## src/rasd_pkg.sv

```systemverilog
// Overview of operation
// - rotate left through carry on memory: old carry to bit 0, bit 7 to carry
// - accumulator form of left carry rotate: result to acc, memory kept, carry updated
// - plain rotate right on memory: bit 0 wraps to bit 7, no flags change
// - accumulator form of plain rotate right: result to acc only, no flags change
// - rotate right through carry on memory: old carry to bit 7, bit 0 to carry
// - accumulator form of right carry rotate: result to acc, memory kept, carry updated
// - subtract with borrow: acc plus inverted operand plus carry, four flags updated
// - subtract memory operand: acc plus inverted operand plus one, four flags updated
// - subtract immediate: acc plus inverted immediate plus one into acc, flags updated
// - taken skip discards prefetched instruction, adds dummy cycle: 2 cycles, else 1
// - decrement and skip: memory minus one written back, skip on zero, flags kept
// - accumulator decrement and skip: result to acc, memory kept, skip on zero
// - increment and skip: memory plus one written back, skip on zero, flags kept
// - accumulator increment and skip: result to acc, memory kept, skip on zero
// - bit test skip: skip when selected memory bit is one, nothing else changes
// - whole byte set: memory byte becomes FFH, no flag changes
// - single bit set: only the selected bit forced to one, flags kept
// - nibble exchange on memory: halves swapped and written back, flags kept
// - accumulator nibble exchange: swapped byte delivered to the accumulator
package rasd_pkg;
  // operation codes held in the command register
  localparam logic [4:0] OP_ROTL_CARRY = 5'h00;
  localparam logic [4:0] OP_ROTL_CARRY_TO_ACC = 5'h01;
  localparam logic [4:0] OP_ROTR_PLAIN = 5'h02;
  localparam logic [4:0] OP_ROTR_PLAIN_TO_ACC = 5'h03;
  localparam logic [4:0] OP_ROTR_CARRY = 5'h04;
  localparam logic [4:0] OP_ROTR_CARRY_TO_ACC = 5'h05;
  localparam logic [4:0] OP_MINUS_WITH_BORROW = 5'h06;
  localparam logic [4:0] OP_MINUS_WITH_BORROW_TO_MEM = 5'h07;
  localparam logic [4:0] OP_MINUS_OPERAND = 5'h08;
  localparam logic [4:0] OP_MINUS_OPERAND_TO_MEM = 5'h09;
  localparam logic [4:0] OP_MINUS_IMM = 5'h0A;
  localparam logic [4:0] OP_DECR_SKIP_ZERO = 5'h0B;
  localparam logic [4:0] OP_DECR_SKIP_ZERO_TO_ACC = 5'h0C;
  localparam logic [4:0] OP_INCR_SKIP_ZERO = 5'h0D;
  localparam logic [4:0] OP_INCR_SKIP_ZERO_TO_ACC = 5'h0E;
  localparam logic [4:0] OP_BIT_NONZERO_SKIP = 5'h0F;
  localparam logic [4:0] OP_SET_BYTE = 5'h10;
  localparam logic [4:0] OP_SET_BIT = 5'h11;
  localparam logic [4:0] OP_NIBBLE_EXCHANGE = 5'h12;
  localparam logic [4:0] OP_NIBBLE_EXCHANGE_TO_ACC = 5'h13;

  // register word indices (byte address = index * 4)
  localparam logic [5:0] REG_CMD = 6'h00;
  localparam logic [5:0] REG_ACC = 6'h01;
  localparam logic [5:0] REG_STATUS = 6'h02;
  localparam logic [5:0] REG_IMM = 6'h03;
  localparam logic [5:0] REG_CYCLES = 6'h04;
  localparam logic [5:0] REG_MEM_BASE = 6'h10;

  // command register fields
  localparam int CMD_OP_LSB = 0;
  localparam int CMD_BIT_LSB = 5;
  localparam int CMD_ADDR_LSB = 8;

  // status register fields
  localparam int ST_CARRY = 0;
  localparam int ST_NIBBLE = 1;
  localparam int ST_ZERO = 2;
  localparam int ST_WRAP = 3;
  localparam int ST_BUSY = 4;
  localparam int ST_SKIP = 5;

  // reset values and cycle counts
  localparam logic [7:0] ACC_RESET = 8'h00;
  localparam logic [7:0] BYTE_ALL_ONES = 8'hFF;
  localparam logic [1:0] CYCLES_PLAIN = 2'h1;
  localparam logic [1:0] CYCLES_SKIP = 2'h2;
endpackage

```

## src/rasd_alu.sv

```systemverilog
`timescale 1ns/1ps
module rasd_alu import rasd_pkg::*; (
  input wire logic [4:0] op_i,
  input wire logic [7:0] mem_i,
  input wire logic [7:0] acc_i,
  input wire logic [7:0] imm_i,
  input wire logic [2:0] bit_sel_i,
  input wire logic carry_i,
  output logic [7:0] result_o,
  output logic carry_o,
  output logic nibble_o,
  output logic zero_o,
  output logic wrap_o,
  output logic wr_acc_o,
  output logic wr_mem_o,
  output logic upd_carry_o,
  output logic upd_arith_o,
  output logic skip_o
);
  logic [7:0] sub_b;
  logic sub_cin;
  logic [8:0] sum9;
  logic [4:0] sum5;
  logic [7:0] bit_mask;

  // shared subtractor: acc + ~operand + carry-in
  always_comb begin
    sub_b = (op_i == OP_MINUS_IMM) ? imm_i : mem_i;
    sub_cin = (op_i == OP_MINUS_WITH_BORROW || op_i == OP_MINUS_WITH_BORROW_TO_MEM) ?
              carry_i : 1'b1;
    sum9 = {1'b0, acc_i} + {1'b0, ~sub_b} + {8'h00, sub_cin};
    sum5 = {1'b0, acc_i[3:0]} + {1'b0, ~sub_b[3:0]} + {4'h0, sub_cin};
    bit_mask = 8'h01 << bit_sel_i;
  end

  // operation decode and result select
  always_comb begin
    result_o = mem_i;
    carry_o = carry_i;
    nibble_o = sum5[4];
    zero_o = (sum9[7:0] == 8'h00);
    wrap_o = (acc_i[7] != sub_b[7]) && (sum9[7] != acc_i[7]);
    wr_acc_o = 1'b0;
    wr_mem_o = 1'b0;
    upd_carry_o = 1'b0;
    upd_arith_o = 1'b0;
    skip_o = 1'b0;
    case (op_i)
      OP_ROTL_CARRY, OP_ROTL_CARRY_TO_ACC: begin
        result_o = {mem_i[6:0], carry_i};
        carry_o = mem_i[7];
        upd_carry_o = 1'b1;
        wr_mem_o = (op_i == OP_ROTL_CARRY);
        wr_acc_o = (op_i == OP_ROTL_CARRY_TO_ACC);
      end
      OP_ROTR_PLAIN, OP_ROTR_PLAIN_TO_ACC: begin
        result_o = {mem_i[0], mem_i[7:1]};
        wr_mem_o = (op_i == OP_ROTR_PLAIN);
        wr_acc_o = (op_i == OP_ROTR_PLAIN_TO_ACC);
      end
      OP_ROTR_CARRY, OP_ROTR_CARRY_TO_ACC: begin
        result_o = {carry_i, mem_i[7:1]};
        carry_o = mem_i[0];
        upd_carry_o = 1'b1;
        wr_mem_o = (op_i == OP_ROTR_CARRY);
        wr_acc_o = (op_i == OP_ROTR_CARRY_TO_ACC);
      end
      OP_MINUS_WITH_BORROW, OP_MINUS_WITH_BORROW_TO_MEM, OP_MINUS_OPERAND,
      OP_MINUS_OPERAND_TO_MEM, OP_MINUS_IMM: begin
        result_o = sum9[7:0];
        carry_o = sum9[8];
        upd_carry_o = 1'b1;
        upd_arith_o = 1'b1;
        wr_mem_o = (op_i == OP_MINUS_WITH_BORROW_TO_MEM || op_i == OP_MINUS_OPERAND_TO_MEM);
        wr_acc_o = !wr_mem_o;
      end
      OP_DECR_SKIP_ZERO, OP_DECR_SKIP_ZERO_TO_ACC: begin
        result_o = mem_i - 8'h01;
        skip_o = (result_o == 8'h00);
        wr_mem_o = (op_i == OP_DECR_SKIP_ZERO);
        wr_acc_o = (op_i == OP_DECR_SKIP_ZERO_TO_ACC);
      end
      OP_INCR_SKIP_ZERO, OP_INCR_SKIP_ZERO_TO_ACC: begin
        result_o = mem_i + 8'h01;
        skip_o = (result_o == 8'h00);
        wr_mem_o = (op_i == OP_INCR_SKIP_ZERO);
        wr_acc_o = (op_i == OP_INCR_SKIP_ZERO_TO_ACC);
      end
      OP_BIT_NONZERO_SKIP: begin
        skip_o = |(mem_i & bit_mask);
      end
      OP_SET_BYTE: begin
        result_o = BYTE_ALL_ONES;
        wr_mem_o = 1'b1;
      end
      OP_SET_BIT: begin
        result_o = mem_i | bit_mask;
        wr_mem_o = 1'b1;
      end
      OP_NIBBLE_EXCHANGE, OP_NIBBLE_EXCHANGE_TO_ACC: begin
        result_o = {mem_i[3:0], mem_i[7:4]};
        wr_mem_o = (op_i == OP_NIBBLE_EXCHANGE);
        wr_acc_o = (op_i == OP_NIBBLE_EXCHANGE_TO_ACC);
      end
      default: begin
        result_o = mem_i;
      end
    endcase
  end
endmodule

```

## src/rasd_datapath.sv

```systemverilog
`timescale 1ns/1ps
module rasd_datapath import rasd_pkg::*; #(
  parameter int MEM_DEPTH = 16
) (
  input wire logic sys_clk_i,
  input wire logic nrst_i,
  input wire logic [7:0] avs_address_i,
  input wire logic avs_read_i,
  input wire logic avs_write_i,
  input wire logic [31:0] avs_writedata_i,
  input wire logic [3:0] avs_byteenable_i,
  output logic [31:0] avs_readdata_o,
  output logic avs_waitrequest_o,
  output logic busy_o,
  output logic skip_o
);
  typedef enum logic [1:0] {
    RASD_IDLE,
    RASD_EXEC,
    RASD_DUMMY
  } rasd_state_t;

  rasd_state_t state;
  logic [7:0] mem [MEM_DEPTH];
  logic [11:0] cmd;
  logic [7:0] acc;
  logic [7:0] imm;
  logic carry;
  logic nibble_carry;
  logic zero;
  logic signed_wrap;
  logic last_skip;
  logic [1:0] cycles;
  logic [5:0] word_idx;
  logic is_mem;
  logic [3:0] sw_mem_idx;
  logic accept;
  logic sw_write;
  logic [31:0] next_readdata;
  logic [4:0] cur_op;
  logic [2:0] cur_bit;
  logic [3:0] cur_addr;
  logic [7:0] cur_mem;
  logic [7:0] alu_result;
  logic alu_carry;
  logic alu_nibble;
  logic alu_zero;
  logic alu_wrap;
  logic alu_wr_acc;
  logic alu_wr_mem;
  logic alu_upd_carry;
  logic alu_upd_arith;
  logic alu_skip;
  logic exec;

  // bus decode
  always_comb begin
    word_idx = avs_address_i[7:2];
    is_mem = (word_idx >= REG_MEM_BASE) &&
             (word_idx < REG_MEM_BASE + 6'(MEM_DEPTH));
    sw_mem_idx = 4'(word_idx - REG_MEM_BASE);
    accept = (avs_read_i || avs_write_i) && !avs_waitrequest_o;
    sw_write = accept && avs_write_i;
    exec = (state == RASD_EXEC);
  end

  // command fields
  always_comb begin
    cur_op = cmd[CMD_OP_LSB +: 5];
    cur_bit = cmd[CMD_BIT_LSB +: 3];
    cur_addr = cmd[CMD_ADDR_LSB +: 4];
    cur_mem = mem[cur_addr];
  end

  rasd_alu u_alu (
    .op_i(cur_op),
    .mem_i(cur_mem),
    .acc_i(acc),
    .imm_i(imm),
    .bit_sel_i(cur_bit),
    .carry_i(carry),
    .result_o(alu_result),
    .carry_o(alu_carry),
    .nibble_o(alu_nibble),
    .zero_o(alu_zero),
    .wrap_o(alu_wrap),
    .wr_acc_o(alu_wr_acc),
    .wr_mem_o(alu_wr_mem),
    .upd_carry_o(alu_upd_carry),
    .upd_arith_o(alu_upd_arith),
    .skip_o(alu_skip)
  );

  // waitrequest: low for one cycle per request, held high while executing
  always_ff @(posedge sys_clk_i) begin
    if (!nrst_i) begin
      avs_waitrequest_o <= 1'b1;
    end else if (accept) begin
      avs_waitrequest_o <= 1'b1;
    end else if ((avs_read_i || avs_write_i) && state == RASD_IDLE) begin
      avs_waitrequest_o <= 1'b0;
    end else begin
      avs_waitrequest_o <= 1'b1;
    end
  end

  // read data mux, sampled when the answer is granted
  always_comb begin
    next_readdata = 32'h0000_0000;
    if (is_mem) begin
      next_readdata = {24'h00_0000, mem[sw_mem_idx]};
    end else begin
      case (word_idx)
        REG_CMD: next_readdata = {20'h0_0000, cmd};
        REG_ACC: next_readdata = {24'h00_0000, acc};
        REG_STATUS: next_readdata = {26'h000_0000, last_skip, 1'b0, signed_wrap, zero,
                                     nibble_carry, carry};
        REG_IMM: next_readdata = {24'h00_0000, imm};
        REG_CYCLES: next_readdata = {30'h0000_0000, cycles};
        default: next_readdata = 32'h0000_0000;
      endcase
    end
  end

  // read data register
  always_ff @(posedge sys_clk_i) begin
    if (!nrst_i) begin
      avs_readdata_o <= 32'h0000_0000;
    end else if ((avs_read_i || avs_write_i) && avs_waitrequest_o && state == RASD_IDLE) begin
      avs_readdata_o <= next_readdata;
    end
  end

  // instruction sequencer: one exec cycle plus a dummy cycle on a taken skip
  always_ff @(posedge sys_clk_i) begin
    if (!nrst_i) begin
      state <= RASD_IDLE;
    end else begin
      case (state)
        RASD_IDLE: begin
          if (sw_write && !is_mem && word_idx == REG_CMD && avs_byteenable_i[0]) begin
            state <= RASD_EXEC;
          end
        end
        RASD_EXEC: begin
          state <= alu_skip ? RASD_DUMMY : RASD_IDLE;
        end
        RASD_DUMMY: begin
          state <= RASD_IDLE;
        end
        default: begin
          state <= RASD_IDLE;
        end
      endcase
    end
  end

  // busy and skip indications to the fetch logic
  always_ff @(posedge sys_clk_i) begin
    if (!nrst_i) begin
      busy_o <= 1'b0;
      skip_o <= 1'b0;
    end else begin
      busy_o <= (state == RASD_IDLE) ?
                (sw_write && !is_mem && word_idx == REG_CMD && avs_byteenable_i[0]) :
                (exec && alu_skip);
      skip_o <= exec && alu_skip; // high during the dummy cycle
    end
  end

  // last skip outcome and instruction length
  always_ff @(posedge sys_clk_i) begin
    if (!nrst_i) begin
      last_skip <= 1'b0;
      cycles <= 2'h0;
    end else if (exec) begin
      last_skip <= alu_skip;
      cycles <= alu_skip ? CYCLES_SKIP : CYCLES_PLAIN;
    end
  end

  // command register, written by software in byte lanes 0 and 1
  always_ff @(posedge sys_clk_i) begin
    if (!nrst_i) begin
      cmd <= 12'h000;
    end else if (sw_write && !is_mem && word_idx == REG_CMD) begin
      if (avs_byteenable_i[0]) begin
        cmd[7:0] <= avs_writedata_i[7:0];
      end
      if (avs_byteenable_i[1]) begin
        cmd[11:8] <= avs_writedata_i[11:8];
      end
    end
  end

  // immediate operand register
  always_ff @(posedge sys_clk_i) begin
    if (!nrst_i) begin
      imm <= 8'h00;
    end else if (sw_write && !is_mem && word_idx == REG_IMM && avs_byteenable_i[0]) begin
      imm <= avs_writedata_i[7:0];
    end
  end

  // accumulator: software load or datapath result
  always_ff @(posedge sys_clk_i) begin
    if (!nrst_i) begin
      acc <= ACC_RESET;
    end else if (exec && alu_wr_acc) begin
      acc <= alu_result;
    end else if (sw_write && !is_mem && word_idx == REG_ACC && avs_byteenable_i[0]) begin
      acc <= avs_writedata_i[7:0];
    end
  end

  // carry flag: rotates through carry and subtracts only
  always_ff @(posedge sys_clk_i) begin
    if (!nrst_i) begin
      carry <= 1'b0;
    end else if (exec && alu_upd_carry) begin
      carry <= alu_carry;
    end else if (sw_write && !is_mem && word_idx == REG_STATUS && avs_byteenable_i[0]) begin
      carry <= avs_writedata_i[ST_CARRY];
    end
  end

  // wrap, zero and nibble carry flags: subtracts only
  always_ff @(posedge sys_clk_i) begin
    if (!nrst_i) begin
      nibble_carry <= 1'b0;
      zero <= 1'b0;
      signed_wrap <= 1'b0;
    end else if (exec && alu_upd_arith) begin
      nibble_carry <= alu_nibble;
      zero <= alu_zero;
      signed_wrap <= alu_wrap;
    end else if (sw_write && !is_mem && word_idx == REG_STATUS && avs_byteenable_i[0]) begin
      nibble_carry <= avs_writedata_i[ST_NIBBLE];
      zero <= avs_writedata_i[ST_ZERO];
      signed_wrap <= avs_writedata_i[ST_WRAP];
    end
  end

  // data memory: datapath write-back or software access
  always_ff @(posedge sys_clk_i) begin
    if (exec && alu_wr_mem) begin
      mem[cur_addr] <= alu_result;
    end else if (sw_write && is_mem && avs_byteenable_i[0]) begin
      mem[sw_mem_idx] <= avs_writedata_i[7:0];
    end
  end
endmodule

```

## config.mk

```make
export PLATFORM = sky130hd
export DESIGN_NAME = rasd_datapath
export DESIGN_NICKNAME = d
export VERILOG_FILES = /design/src/rasd_pkg.sv /design/src/rasd_alu.sv /design/src/rasd_datapath.sv
export SDC_FILE = /design/constraint.sdc
export NUM_CORES = 1
export LEC_CHECK = 0
export BUFFER_PORTS_ARGS = -buffer_cell sky130_fd_sc_hd__buf_2
export CORE_MARGIN = 5
export CORE_UTILIZATION = 45
export DETAILED_ROUTE_END_ITERATION = 16
export MAX_ROUTING_LAYER = met4
export PLACE_DENSITY_LB_ADDON = 0.25
export SYNTH_ARGS = -nofsm -noshare
export SYNTH_HDL_FRONTEND = slang
export SYNTH_HIERARCHICAL = 1
export SYNTH_SLANG_ARGS = --single-unit
```

## constraint.sdc

```tcl
create_clock -name sys_clk_i -period 7.9 [get_ports sys_clk_i]
set_clock_uncertainty 0.15 [all_clocks]
set_input_delay 1.58 -clock sys_clk_i [delete_from_list [all_inputs] [get_ports sys_clk_i]]
set_output_delay 1.58 -clock sys_clk_i [all_outputs]
set_load 0.03 [all_outputs]
```

==> run metrics, run 1 <==
largest net degree at the start of global routing=51; Synth Register Bits=183; via count=7438; drt via density=6.21; worst path required time=slightly below 8 ns; fraction of layout cells with a size suffix above 1=between 20% and 30%; reg2reg end=mem[3][6]$_DFFE_PP_; P per Cell Area=around 170 nW/um^2; die area=26500 sq um; Max rail drop VDD=approximately 0.15 mV; reg2reg setup slack=around 2.5 ns; Total Negative Setup Slacks=0 ns; core area=23200 sq um; Crit-path slowest cell=mux4_2; YS warnings=6; count of pins over their slew limit=0; Root Buffer=clkbuf_16; Yosys cell types=between 70 and 80; Remaining Overflow, GRT=0; Initial Utilization=between 40% and 50%; syn_area_per_cell=12.2 sq um; outcome=completed; largest cells by area after synthesis=edfxtp_1 (37%), mux4_2 (14%), dfxtp_1 (10%); vias in the first global route=a little over 7000; DR pass1 iterations=6; worst skew pair latency=0.43 ns; Area growth syn-to-layout=8.47%; critical path endpoint category=register; number of H-tree levels=4; I/O pins=83; ant diodes=0; CP max stage delay=between 0.6 and 0.7 ns; HP Class=reg -> reg; DP Area=about 11000 sq um; final setup fails=0; post-DP HPWL=20.2 mm; Max Clk Rate=185 MHz; Post CTS Setup Buffer Count=0; first-pass GRT wire length=approximately 43 mm; Logic pwr share=roughly 6.0%; Post-DRT Antenna Nets=0; Sw Share=around a quarter; die width=about 160 microns; total wire length=29.1 mm; area share of the leading cell type in the synthesized netlist=a little over a third; Post-synth ARST share=0%; GP Congestion=roughly 0.9; Final Hold Fails=0; RSZ-0062 raised after global routing=no; number of remaining DRC errors=0; top_reg_cell synth=edfxtp_1; fin util=49.1%; FILL cells=~2100; CP Class=reg -> reg; Worst EP arrival=around 5.4 ns; switching power=a little under 0.0005 W; WL per Instance=around 24 microns; max_cap viols=0; sequential share of power=between 50% and 60%; R2R cell count=14; placement row count=56; Final Cycle Share=between 60 and 70%; IO Port Bufs=38; CP Max Fanout=32; Synth Instances=861; CP startpoint kind=register; Internal=0.00151 W; Critical Path Sink=mem[3][6]$_DFFE_PP_; Die Ht=between 150 and 200 microns; Final Cell Area=between 10000 and 15000 sq um; Seq/Total Area, Yosys=47.1%; initial drt markers=660; CTS sink cnt=around 180; GRT Overall Usage=22.5%; CTS tree=yes; initial antenna violation count=0; mapped cell area=10500 sq um; layout net count=just over 900; Worst-Margin Slew=between 1 and 1.5 ns; TritonCTS buffer count=17; Clk pin slew, worst setup/hold paths=0.07 ns; hold_buf cts=0; minimum clock period=5.42 ns; Yosys top cell by area=edfxtp_1; Worst slew margin=between 10% and 20%; Post-synth EDFFs=~130; sequence of cells on the critical path=buf_4 -> mux4_2 -> mux4_2 -> inv_1 -> o21ai_0 -> fa_1 -> fa_1 -> nor2b_1 -> o31a_1 -> o31a_1 -> a21oi_1 -> a2111oi_0 -> a21oi_1 -> mux2_2; Clock Path Buffers=2; # resized after CTS=0; power share of the clock group=between 40% and 50%; WHS=0.311 ns; Static Leak=3.76 nW
## worst max-delay path: cells and delay by family, from the launching register on
kind | cells | cell delay [ns]
buffers and inverters | 2 | 0.75
DFF | 1 | 0.31
muxes | 3 | 1.68
and+or+nand+nor | 1 | 0.19
adders and majority gates | 2 | 0.87
AOI/OAI and AO/OA | 6 | 1.14
## registers in the layout (all words and copies together) (netlist names), named ones only
register,count
mem,128
avs_readdata_o,12
cmd,12
acc,8
imm,8
state,2
avs_waitrequest_o,1
busy_o,1
carry,1
cycles,1
last_skip,1
nibble_carry,1
signed_wrap,1
skip_o,1
zero,1
## synth_stat cells (all sizes together) (3+ instances only)
cell,number
edfxtp,128
mux4,66
nand2,59
buf,56
mux2i,56
dfxtp,55
nor2,47
nand3,34
nor2b,33
a21oi,30
o21ai,28
clkbuf,25
mux2,20
inv,19
nor3,15
ha,11
a31oi,10
nand2b,10
xnor2,9
a22oi,8
nand3b,8
o211a,8
o22ai,8
o2bb2ai,8
a221oi,7
nor4,7
a211oi,6
xor2,6
a21boi,5
o211ai,5
o21a,5
or2,5
a41oi,4
and3,4
nor4b,4
o32ai,4
or4,4
a2111oi,3
a32oi,3
and2,3
nand4,3
o221ai,3
or3,3
## stage by stage
| step | cells | power [W] | setup WS [ns] |
|---|---|---|---|
| after floorplan | 880 | 0.00113 | 3.10 |
| after global placement | 1167 | 0.00116 | 2.57 |
| after detailed placement | 1167 | 0.00116 | 2.53 |
| after CTS | 1198 | 0.00201 | 2.53 |
| after global routing | 1198 | 0.00206 | 2.15 |
| final | 1198 | 0.00199 | 2.48 |
## per-layer routing
metal | track usage, % | vias to the layer above | routed length (microns)
met2 | 36.1 | 310 | 14400
met3 | 3.26 | 52 | 1660
met1 | 29.7 | 3755 | 12300
met5 | - | - | 0
met4 | 7.47 | 0 | 743
li1 | - | 3321 | -
## cells by family after synthesis
kind of cell	after synthesis	synth area share, %
simple gates	246	12.4
flops	183	47.1
compound gates	161	11.0
mux	142	21.6
buf+inv	100	4.97
xor+xnor	15	1.25
fa+ha+maj	13	1.69
other cells	1	0.0357
## area by class of cell
cell class | count | area, sq um | area share [%]
clock buffers | 18 | 429 | 3.77
clock inverters | 13 | 155 | 1.36
inverters | 19 | 71.3 | 0.626
multi-input cells | 597 | 5120 | 44.9
flip-flops and latches | 183 | 4950 | 43.4
well taps | 319 | 399 | 3.50
repair buffers | 49 | 273 | 2.39
## cells in the final DEF (no fill, tap or decap), types with 11 or more instances in the layout
| master | Yosys | layout |
|---|---|---|
| a21oi_1 | 29 | 29 |
| buf_2 | 21 | 38 |
| buf_4 | 28 | 11 |
| clkbuf_16 | 0 | 17 |
| conb_1 | 1 | 20 |
| dfxtp_1 | 55 | 54 |
| edfxtp_1 | 128 | 128 |
| ha_1 | 11 | 11 |
| inv_1 | 19 | 19 |
| mux2_2 | 20 | 20 |
| mux2i_1 | 56 | 56 |
| mux4_2 | 66 | 66 |
| nand2_1 | 58 | 58 |
| nand3_1 | 34 | 34 |
| nor2_1 | 47 | 47 |
| nor2b_1 | 33 | 33 |
| nor3_1 | 15 | 14 |
| o21ai_0 | 26 | 26 |
## worst min-delay path by stage
stage | cells after the start | slack [ns] | from | to
3_3_place_gp | 1 | 0.30 | avs_waitrequest_o$_SDFF_PP1_ | avs_waitrequest_o$_SDFF_PP1_
3_5_place_dp | 2 | 0.31 | avs_readdata_o[10]$_SDFFE_PN0P_ | avs_readdata_o[10]$_SDFFE_PN0P_
6_report | 2 | 0.31 | avs_readdata_o[10]$_SDFFE_PN0P_ | avs_readdata_o[10]$_SDFFE_PN0P_
4_1_cts | 2 | 0.31 | avs_readdata_o[10]$_SDFFE_PN0P_ | avs_readdata_o[10]$_SDFFE_PN0P_
5_1_grt | 2 | 0.33 | avs_readdata_o[10]$_SDFFE_PN0P_ | avs_readdata_o[10]$_SDFFE_PN0P_
2_1_floorplan | 2 | 0.30 | last_skip$_SDFFE_PN0N_ | last_skip$_SDFFE_PN0N_
## power groups by stage
stage	Sequential [W]	Combinational (W)	Clock, W
after floorplan	0.00105	0.0000833	0
after global placement	0.00104	0.000117	0
after detailed placement	0.00104	0.000117	0
after CTS	0.00102	0.000118	0.000868
after global routing	0.00102	0.000125	0.000912
final	0.00102	0.000119	0.000853
(Power assumes the default switching activity.)
==> inputs of run 2 (changes only) <==
clock period = 4.3 ns   (was 7.9 ns; I/O delays follow)
==> run metrics, run 2 (same netlist as run 1, synthesis figures left out) <==
ant diodes=0 (unchanged); Remaining Overflow, GRT=0 (unchanged); first-pass GRT wire length=44.1 mm (was 43.4 mm); Clk pin slew, worst setup/hold paths=0.07 ns (about the same); via count=7612 (was 7438); critical path endpoint category=register (unchanged); Final Cycle Share=98.6% (was 68.6%); HP Class=reg -> reg (unchanged); largest net degree at the start of global routing=51 (unchanged); Finished Layout Cells=1250 (was 1198); Most Crowded Layer GR=met2 (unchanged); Area growth syn-to-layout=13.0% (was 8.47%); IO Port Bufs=38 (unchanged); Sw Share=23.0% (was 24.4%); number of H-tree levels=4 (unchanged); Max Clk Rate=236 MHz (was 185 MHz); GP Congestion=0.912 (was 0.916); hold-critical path depth=1 (was 2); P per Cell Area=300 nW/um^2 (was 175 nW/um^2); Root Buffer=clkbuf_16 (unchanged); number of remaining DRC errors=0 (unchanged); vias in the first global route=7267 (was 7090); Worst slew margin=27.1% (was 11.0%); final setup fails=0 (unchanged); Critical Path Stages=13 (was 14); R2R cell count=13 (was 14); die width=163 microns (unchanged); WHS=0.313 ns (was 0.311 ns); WL per Instance=23.5 microns (was 24.3 microns); M1 GR Usage=31.1% (was 29.7%); Logic pwr share=6.3% (was 6.0%); switching power=0.000817 W (was 0.000486 W); hold_buf cts=0 (unchanged); GRT Overall Usage=22.7% (was 22.5%); total wire length=29.4 mm (was 29.1 mm); crit-path leading delay family=multiplexers (unchanged); power share of the clock group=40.9% (was 42.8%); placement row count=56 (unchanged); worst path required time=4.31 ns (was 7.89 ns); initial drt markers=894 (was 660); Crit-path slowest cell=mux4_2 (unchanged); sequence of cells on the critical path=mux4_2 -> mux4_2 -> inv_2 -> o21ai_2 -> fa_2 -> fa_2 -> nor2b_2 -> o31a_1 -> o31a_1 -> a21oi_2 -> a2111oi_2 -> a21oi_2 -> mux2_4 (was buf_4 -> mux4_2 -> mux4_2 -> inv_1 -> o21ai_0 -> fa_1 -> fa_1 -> nor2b_1 -> o31a_1 -> o31a_1 -> a21oi_1 -> a2111oi_0 -> a21oi_1 -> mux2_2); grt met3 use=3.52% (was 3.26%); max FFs per register=128 (unchanged); Clock Path Buffers=2 (unchanged); Biggest register=mem (unchanged); Worst-Margin Slew=1.09 ns (was 1.33 ns); Die Ht=163 microns (unchanged); fraction of layout cells with a size suffix above 1=26.3% (was 20.8%); fin util=51.2% (was 49.1%); Final Hold Fails=0 (unchanged); FILL cells=2043 (was 2062); layout net count=980 (was 928); DR pass1 iterations=6 (unchanged); Worst Hold Launch=avs_waitrequest_o$_SDFF_PP1_ (was avs_readdata_o[10]$_SDFFE_PN0P_); CTS sink cnt=183 (unchanged); Static Leak=4.05 nW (was 3.76 nW); RSZ-0062 raised after global routing=yes (was no); Initial Utilization=45.3% (unchanged); Post-DRT Antenna Nets=0 (unchanged); DP Cell Count=1213 (was 1167); CP startpoint kind=register (unchanged); most frequent cells in the layout=edfxtp_1 (128), mux4_2 (66), nand2_1 (58), mux2i_1 (56), buf_4 (56) (was edfxtp_1 (128), mux4_2 (66), nand2_1 (58), mux2i_1 (56), dfxtp_1 (54)); Worst EP arrival=4.25 ns (was 5.41 ns); CP Class=reg -> reg (unchanged); CP max stage delay=0.54 ns (was 0.66 ns); CTS tree=yes (unchanged); core area=23200 sq um (unchanged); TritonCTS buffer count=17 (unchanged); minimum clock period=4.24 ns (was 5.42 ns); sequential share of power=52.8% (was 51.3%); count of pins over their slew limit=0 (unchanged); Max rail drop VDD=0.296 mV (was 0.151 mV); post-DP HPWL=21.6 mm (was 20.2 mm); reg2reg setup slack=0.06 ns (was 2.48 ns); drt via density=6.09 (was 6.21); hold path endpoint=avs_waitrequest_o$_SDFF_PP1_ (was avs_readdata_o[10]$_SDFFE_PN0P_); largest registers=mem x128, avs_readdata_o x12, cmd x12 (unchanged); Internal=0.00274 W (was 0.00151 W); routing usage on met2=35.8% (was 36.1%); die area=26500 sq um (unchanged); worst path buffer plus inverter count=1 (was 2); commonest non-fill, non-tap cell in the layout=edfxtp_1 (unchanged); max_cap viols=0 (unchanged); I/O pins=83 (unchanged); outcome=completed (unchanged); initial antenna violation count=0 (unchanged); CP Max Fanout=8 (was 32); worst skew pair latency=0.43 ns (about the same); reg2reg end=mem[9][6]$_DFFE_PP_ (was mem[3][6]$_DFFE_PP_)
-- run 2: worst max path at each step --
stage               slack [ns]                  end
floorplan                0.009  mem[0][6]$_DFFE_PP_
global placement         -0.07  mem[2][6]$_DFFE_PP_
detailed placement        -0.1  mem[0][6]$_DFFE_PP_
CTS                      0.005  mem[6][6]$_DFFE_PP_
global route             -0.03  mem[2][6]$_DFFE_PP_
finish                    0.06  mem[9][6]$_DFFE_PP_
-- run 2: layout make-up --
class / count / area, sq um / share of cell area, %
Inverter: 19 / 71.3 / 0.601
Tap cell: 319 / 399 / 3.36
Timing Repair Buffer: 100 / 717 / 6.04
Multi-Input combinational cell: 598 / 5200 / 43.8
Clock inverter: 12 / 103 / 0.864
Sequential cell: 183 / 4950 / 41.7
Clock buffer: 19 / 433 / 3.65
-- run 2: through the flow --
stage / TNS (ns) / area (sq um) / power, W / setup slack (ns)
2_1_floorplan: 0 / 10600 / 0.00208 / 0.00928
3_3_place_gp: -1.30 / 11200 / 0.00214 / -0.0717
3_5_place_dp: -2.30 / 11200 / 0.00214 / -0.0978
4_1_cts: 0 / 11700 / 0.00356 / 0.00473
5_1_grt: -0.382 / 11900 / 0.00364 / -0.0271
6_report: 0 / 11900 / 0.00356 / 0.0604
-- run 2: repair_timing --
action	in CTS	in global routing
resized for setup	4	19
setup endpoints to repair	66	68
buffers inserted	0	5
cloned	0	1
-- run 2: per-layer routing --
layer / wire length (microns) / share of wire, %
met3: 1870 / 6.3
met4: 587 / 2.0
met2: 14400 / 49
met5: 0 / 0
met1: 12600 / 43
-- run 2: power groups by stage --
stage	Sequential, W	Clock, W	Combinational [W]
global route	0.00188	0.00153	0.000237
floorplan	0.00193	0	0.000153
CTS	0.00188	0.00146	0.000221
global placement	0.00192	0	0.000220
detailed placement	0.00192	0	0.000220
finish	0.00188	0.00146	0.000225
-- run 2: worst register-to-register path, cell delays in order (launching register included) --
cell       delay, ns
dfxtp_4         0.44
mux4_2          0.53
mux4_2          0.54
inv_2           0.11
o21ai_2         0.07
fa_2            0.38
fa_2            0.37
nor2b_2         0.14
o31a_1          0.16
o31a_1          0.17
a21oi_2         0.07
a2111oi_2       0.34
a21oi_2         0.13
mux2_4          0.37
==> inputs of run 3 (changes only) <==
clock period = 4.1 ns   (was 4.3 ns; I/O delays follow)
==> run metrics, run 3 (same netlist as run 1, synthesis figures left out) <==
number of H-tree levels=4 (unchanged); via count=7789 (was 7612); count of pins over their slew limit=0 (unchanged); Total Negative Setup Slacks=-1.60 ns (was 0 ns); Die Ht=163 microns (unchanged); Final Hold Fails=0 (unchanged); Remaining Overflow, GRT=0 (unchanged); Post-DRT Antenna Nets=0 (unchanged); most frequent cells in the layout=edfxtp_1 (128), buf_4 (75), mux4_2 (66), nand2_1 (57), mux2i_1 (55) (was edfxtp_1 (128), mux4_2 (66), nand2_1 (58), mux2i_1 (56), buf_4 (56)); Final Cycle Share=103% (was 98.6%); Worst slew margin=19.8% (was 27.1%); Root Buffer=clkbuf_16 (unchanged); GP Congestion=0.886 (was 0.912); Most Crowded Layer GR=met2 (unchanged); Clock Path Buffers=2 (unchanged); RSZ-0062 raised after global routing=yes (unchanged); CTS sink cnt=183 (unchanged); largest registers=mem x128, avs_readdata_o x12, cmd x12 (unchanged); initial antenna violation count=0 (unchanged); Static Leak=4.25 nW (was 4.05 nW); Reg area=4950 sq um (about the same); Finished Layout Cells=1278 (was 1250); worst skew pair latency=0.44 ns (was 0.43 ns); CP Max Fanout=8 (unchanged); Clk pin slew, worst setup/hold paths=0.07 ns (about the same); initial drt markers=913 (was 894); Initial Utilization=45.3% (unchanged); GRT Overall Usage=23.9% (was 22.7%); ant diodes=0 (unchanged); routing usage on met2=36.5% (was 35.8%); DP Cell Count=1232 (was 1213); I/O pins=83 (unchanged); Biggest register=mem (unchanged); post-DP HPWL=21.6 mm (about the same); IO Port Bufs=38 (unchanged); Worst EP arrival=4.23 ns (was 4.25 ns); fraction of layout cells with a size suffix above 1=29.4% (was 26.3%); WL per Instance=24.3 microns (was 23.5 microns); Max Clk Rate=238 MHz (was 236 MHz); largest net degree at the start of global routing=51 (unchanged); Worst Hold Launch=avs_waitrequest_o$_SDFF_PP1_ (unchanged); outcome=finished with violations (was completed); minimum clock period=4.21 ns (was 4.24 ns); max_cap viols=0 (unchanged); vias in the first global route=7422 (was 7267); fin util=52.9% (was 51.2%); commonest non-fill, non-tap cell in the layout=edfxtp_1 (unchanged); layout net count=1007 (was 980); core area=23200 sq um (unchanged); grt met3 use=4.00% (was 3.52%); HP Class=reg -> reg (unchanged); failing checks=setup timing; die area=26500 sq um (unchanged); CP startpoint kind=register (unchanged); reg2reg end=mem[8][6]$_DFFE_PP_ (was mem[9][6]$_DFFE_PP_); CTS tree=yes (unchanged); hold-critical path depth=1 (unchanged); Worst-Margin Slew=1.20 ns (was 1.09 ns); placement row count=56 (unchanged); number of remaining DRC errors=0 (unchanged); P per Cell Area=315 nW/um^2 (was 300 nW/um^2); WHS=0.312 ns (was 0.313 ns); die width=163 microns (unchanged); DR pass1 iterations=7 (was 6); final setup fails=17 (was 0); TritonCTS buffer count=17 (unchanged); FILL cells=1986 (was 2043); Total Power=0.00386 W (was 0.00356 W); multi-input combinational cell area=5310 sq um (was 5200 sq um); worst path required time=4.13 ns (was 4.31 ns); Max rail drop VDD=0.275 mV (was 0.296 mV); R2R cell count=13 (unchanged); max FFs per register=128 (unchanged); first-pass GRT wire length=46.1 mm (was 44.1 mm); worst setup margin=-0.107 ns (was 0.0604 ns); reg2reg setup slack=-0.11 ns (was 0.06 ns); M1 GR Usage=32.5% (was 31.1%); critical path endpoint category=register (unchanged); total wire length=31.1 mm (was 29.4 mm); drt via density=6.09 (about the same); hold path endpoint=avs_waitrequest_o$_SDFF_PP1_ (unchanged); CP Class=reg -> reg (unchanged); Area growth syn-to-layout=16.7% (was 13.0%); hold_buf cts=0 (unchanged)
==> run 3: changes by cell type in the layout (fill, tap and decap cells not counted), sizes merged <==
| cell | change |
|---|---|
| inv | +3 |
| clkbuf | -1 |
| mux2 | +2 |
| clkinv | -3 |
| clkinvlp | +2 |
| buf | +24 |
| bufinv | +1 |
==> run 3: per-layer routing <==
layer | up-vias | wire length, microns
li1 | 3478 | -
met2 | 416 | 14400
met3 | 77 | 2560
met4 | 0 | 1220
met5 | - | 0
met1 | 3818 | 12900
==> run 3: stage by stage <==
stage          cell area, sq um  setup WS [ns]
6_report                  12300         -0.107
5_1_grt                   12300         -0.213
4_1_cts                   12000         -0.110
3_5_place_dp              11400         -0.132
3_3_place_gp              11400         -0.105
2_1_floorplan             10700         -0.140
==> run 3: report_power, final <==
group	total, W	internal (W)	switching [W]	leakage, nW
Clock	0.00165	0.000911	0.000736	0.279
Sequential	0.00197	0.00196	0.00000575	1.58
Combinational	0.000241	0.0000780	0.000163	2.39
Total	0.00386	0.00295	0.000904	4.25
==> run 3: final cells by class <==
type | instances | area share (%)
sequential | 183 | 40.4
timing repair buffer | 125 | 7.71
tap | 319 | 3.26
clock buffer | 17 | 3.47
multi-input combinational | 600 | 43.3
clock inverter | 15 | 1.33
inverter | 19 | 0.602
==> run 3: critical path, cell delays in order, from the launching register on <==
cell       delay [ns]
dfxtp_4          0.44
mux4_2           0.52
mux4_2           0.55
inv_4            0.08
o21ai_2          0.07
fa_2             0.38
fa_2             0.36
nor2b_2          0.14
o31a_1           0.18
o31a_1           0.19
a21oi_2          0.08
a2111oi_4        0.33
a21oi_2          0.12
mux2_4           0.35
==> run 3: timing repair <==
item	in CTS	in global routing
pin swaps	2	13
gates cloned	1	3
resized for setup	9	29
endpoints found under the setup margin	67	103
buffers inserted	1	10
==> run 3: worst max-delay path by stage <==
stage             start              endpoint  slack, ns
2_1_floorplan  register   mem[0][6]$_DFFE_PP_      -0.14
3_3_place_gp   register  mem[14][5]$_DFFE_PP_      -0.10
3_5_place_dp   register  mem[14][5]$_DFFE_PP_      -0.13
4_1_cts        register   mem[8][6]$_DFFE_PP_      -0.11
5_1_grt        register   acc[6]$_SDFFE_PN0P_      -0.21
6_report       register   mem[8][6]$_DFFE_PP_      -0.11
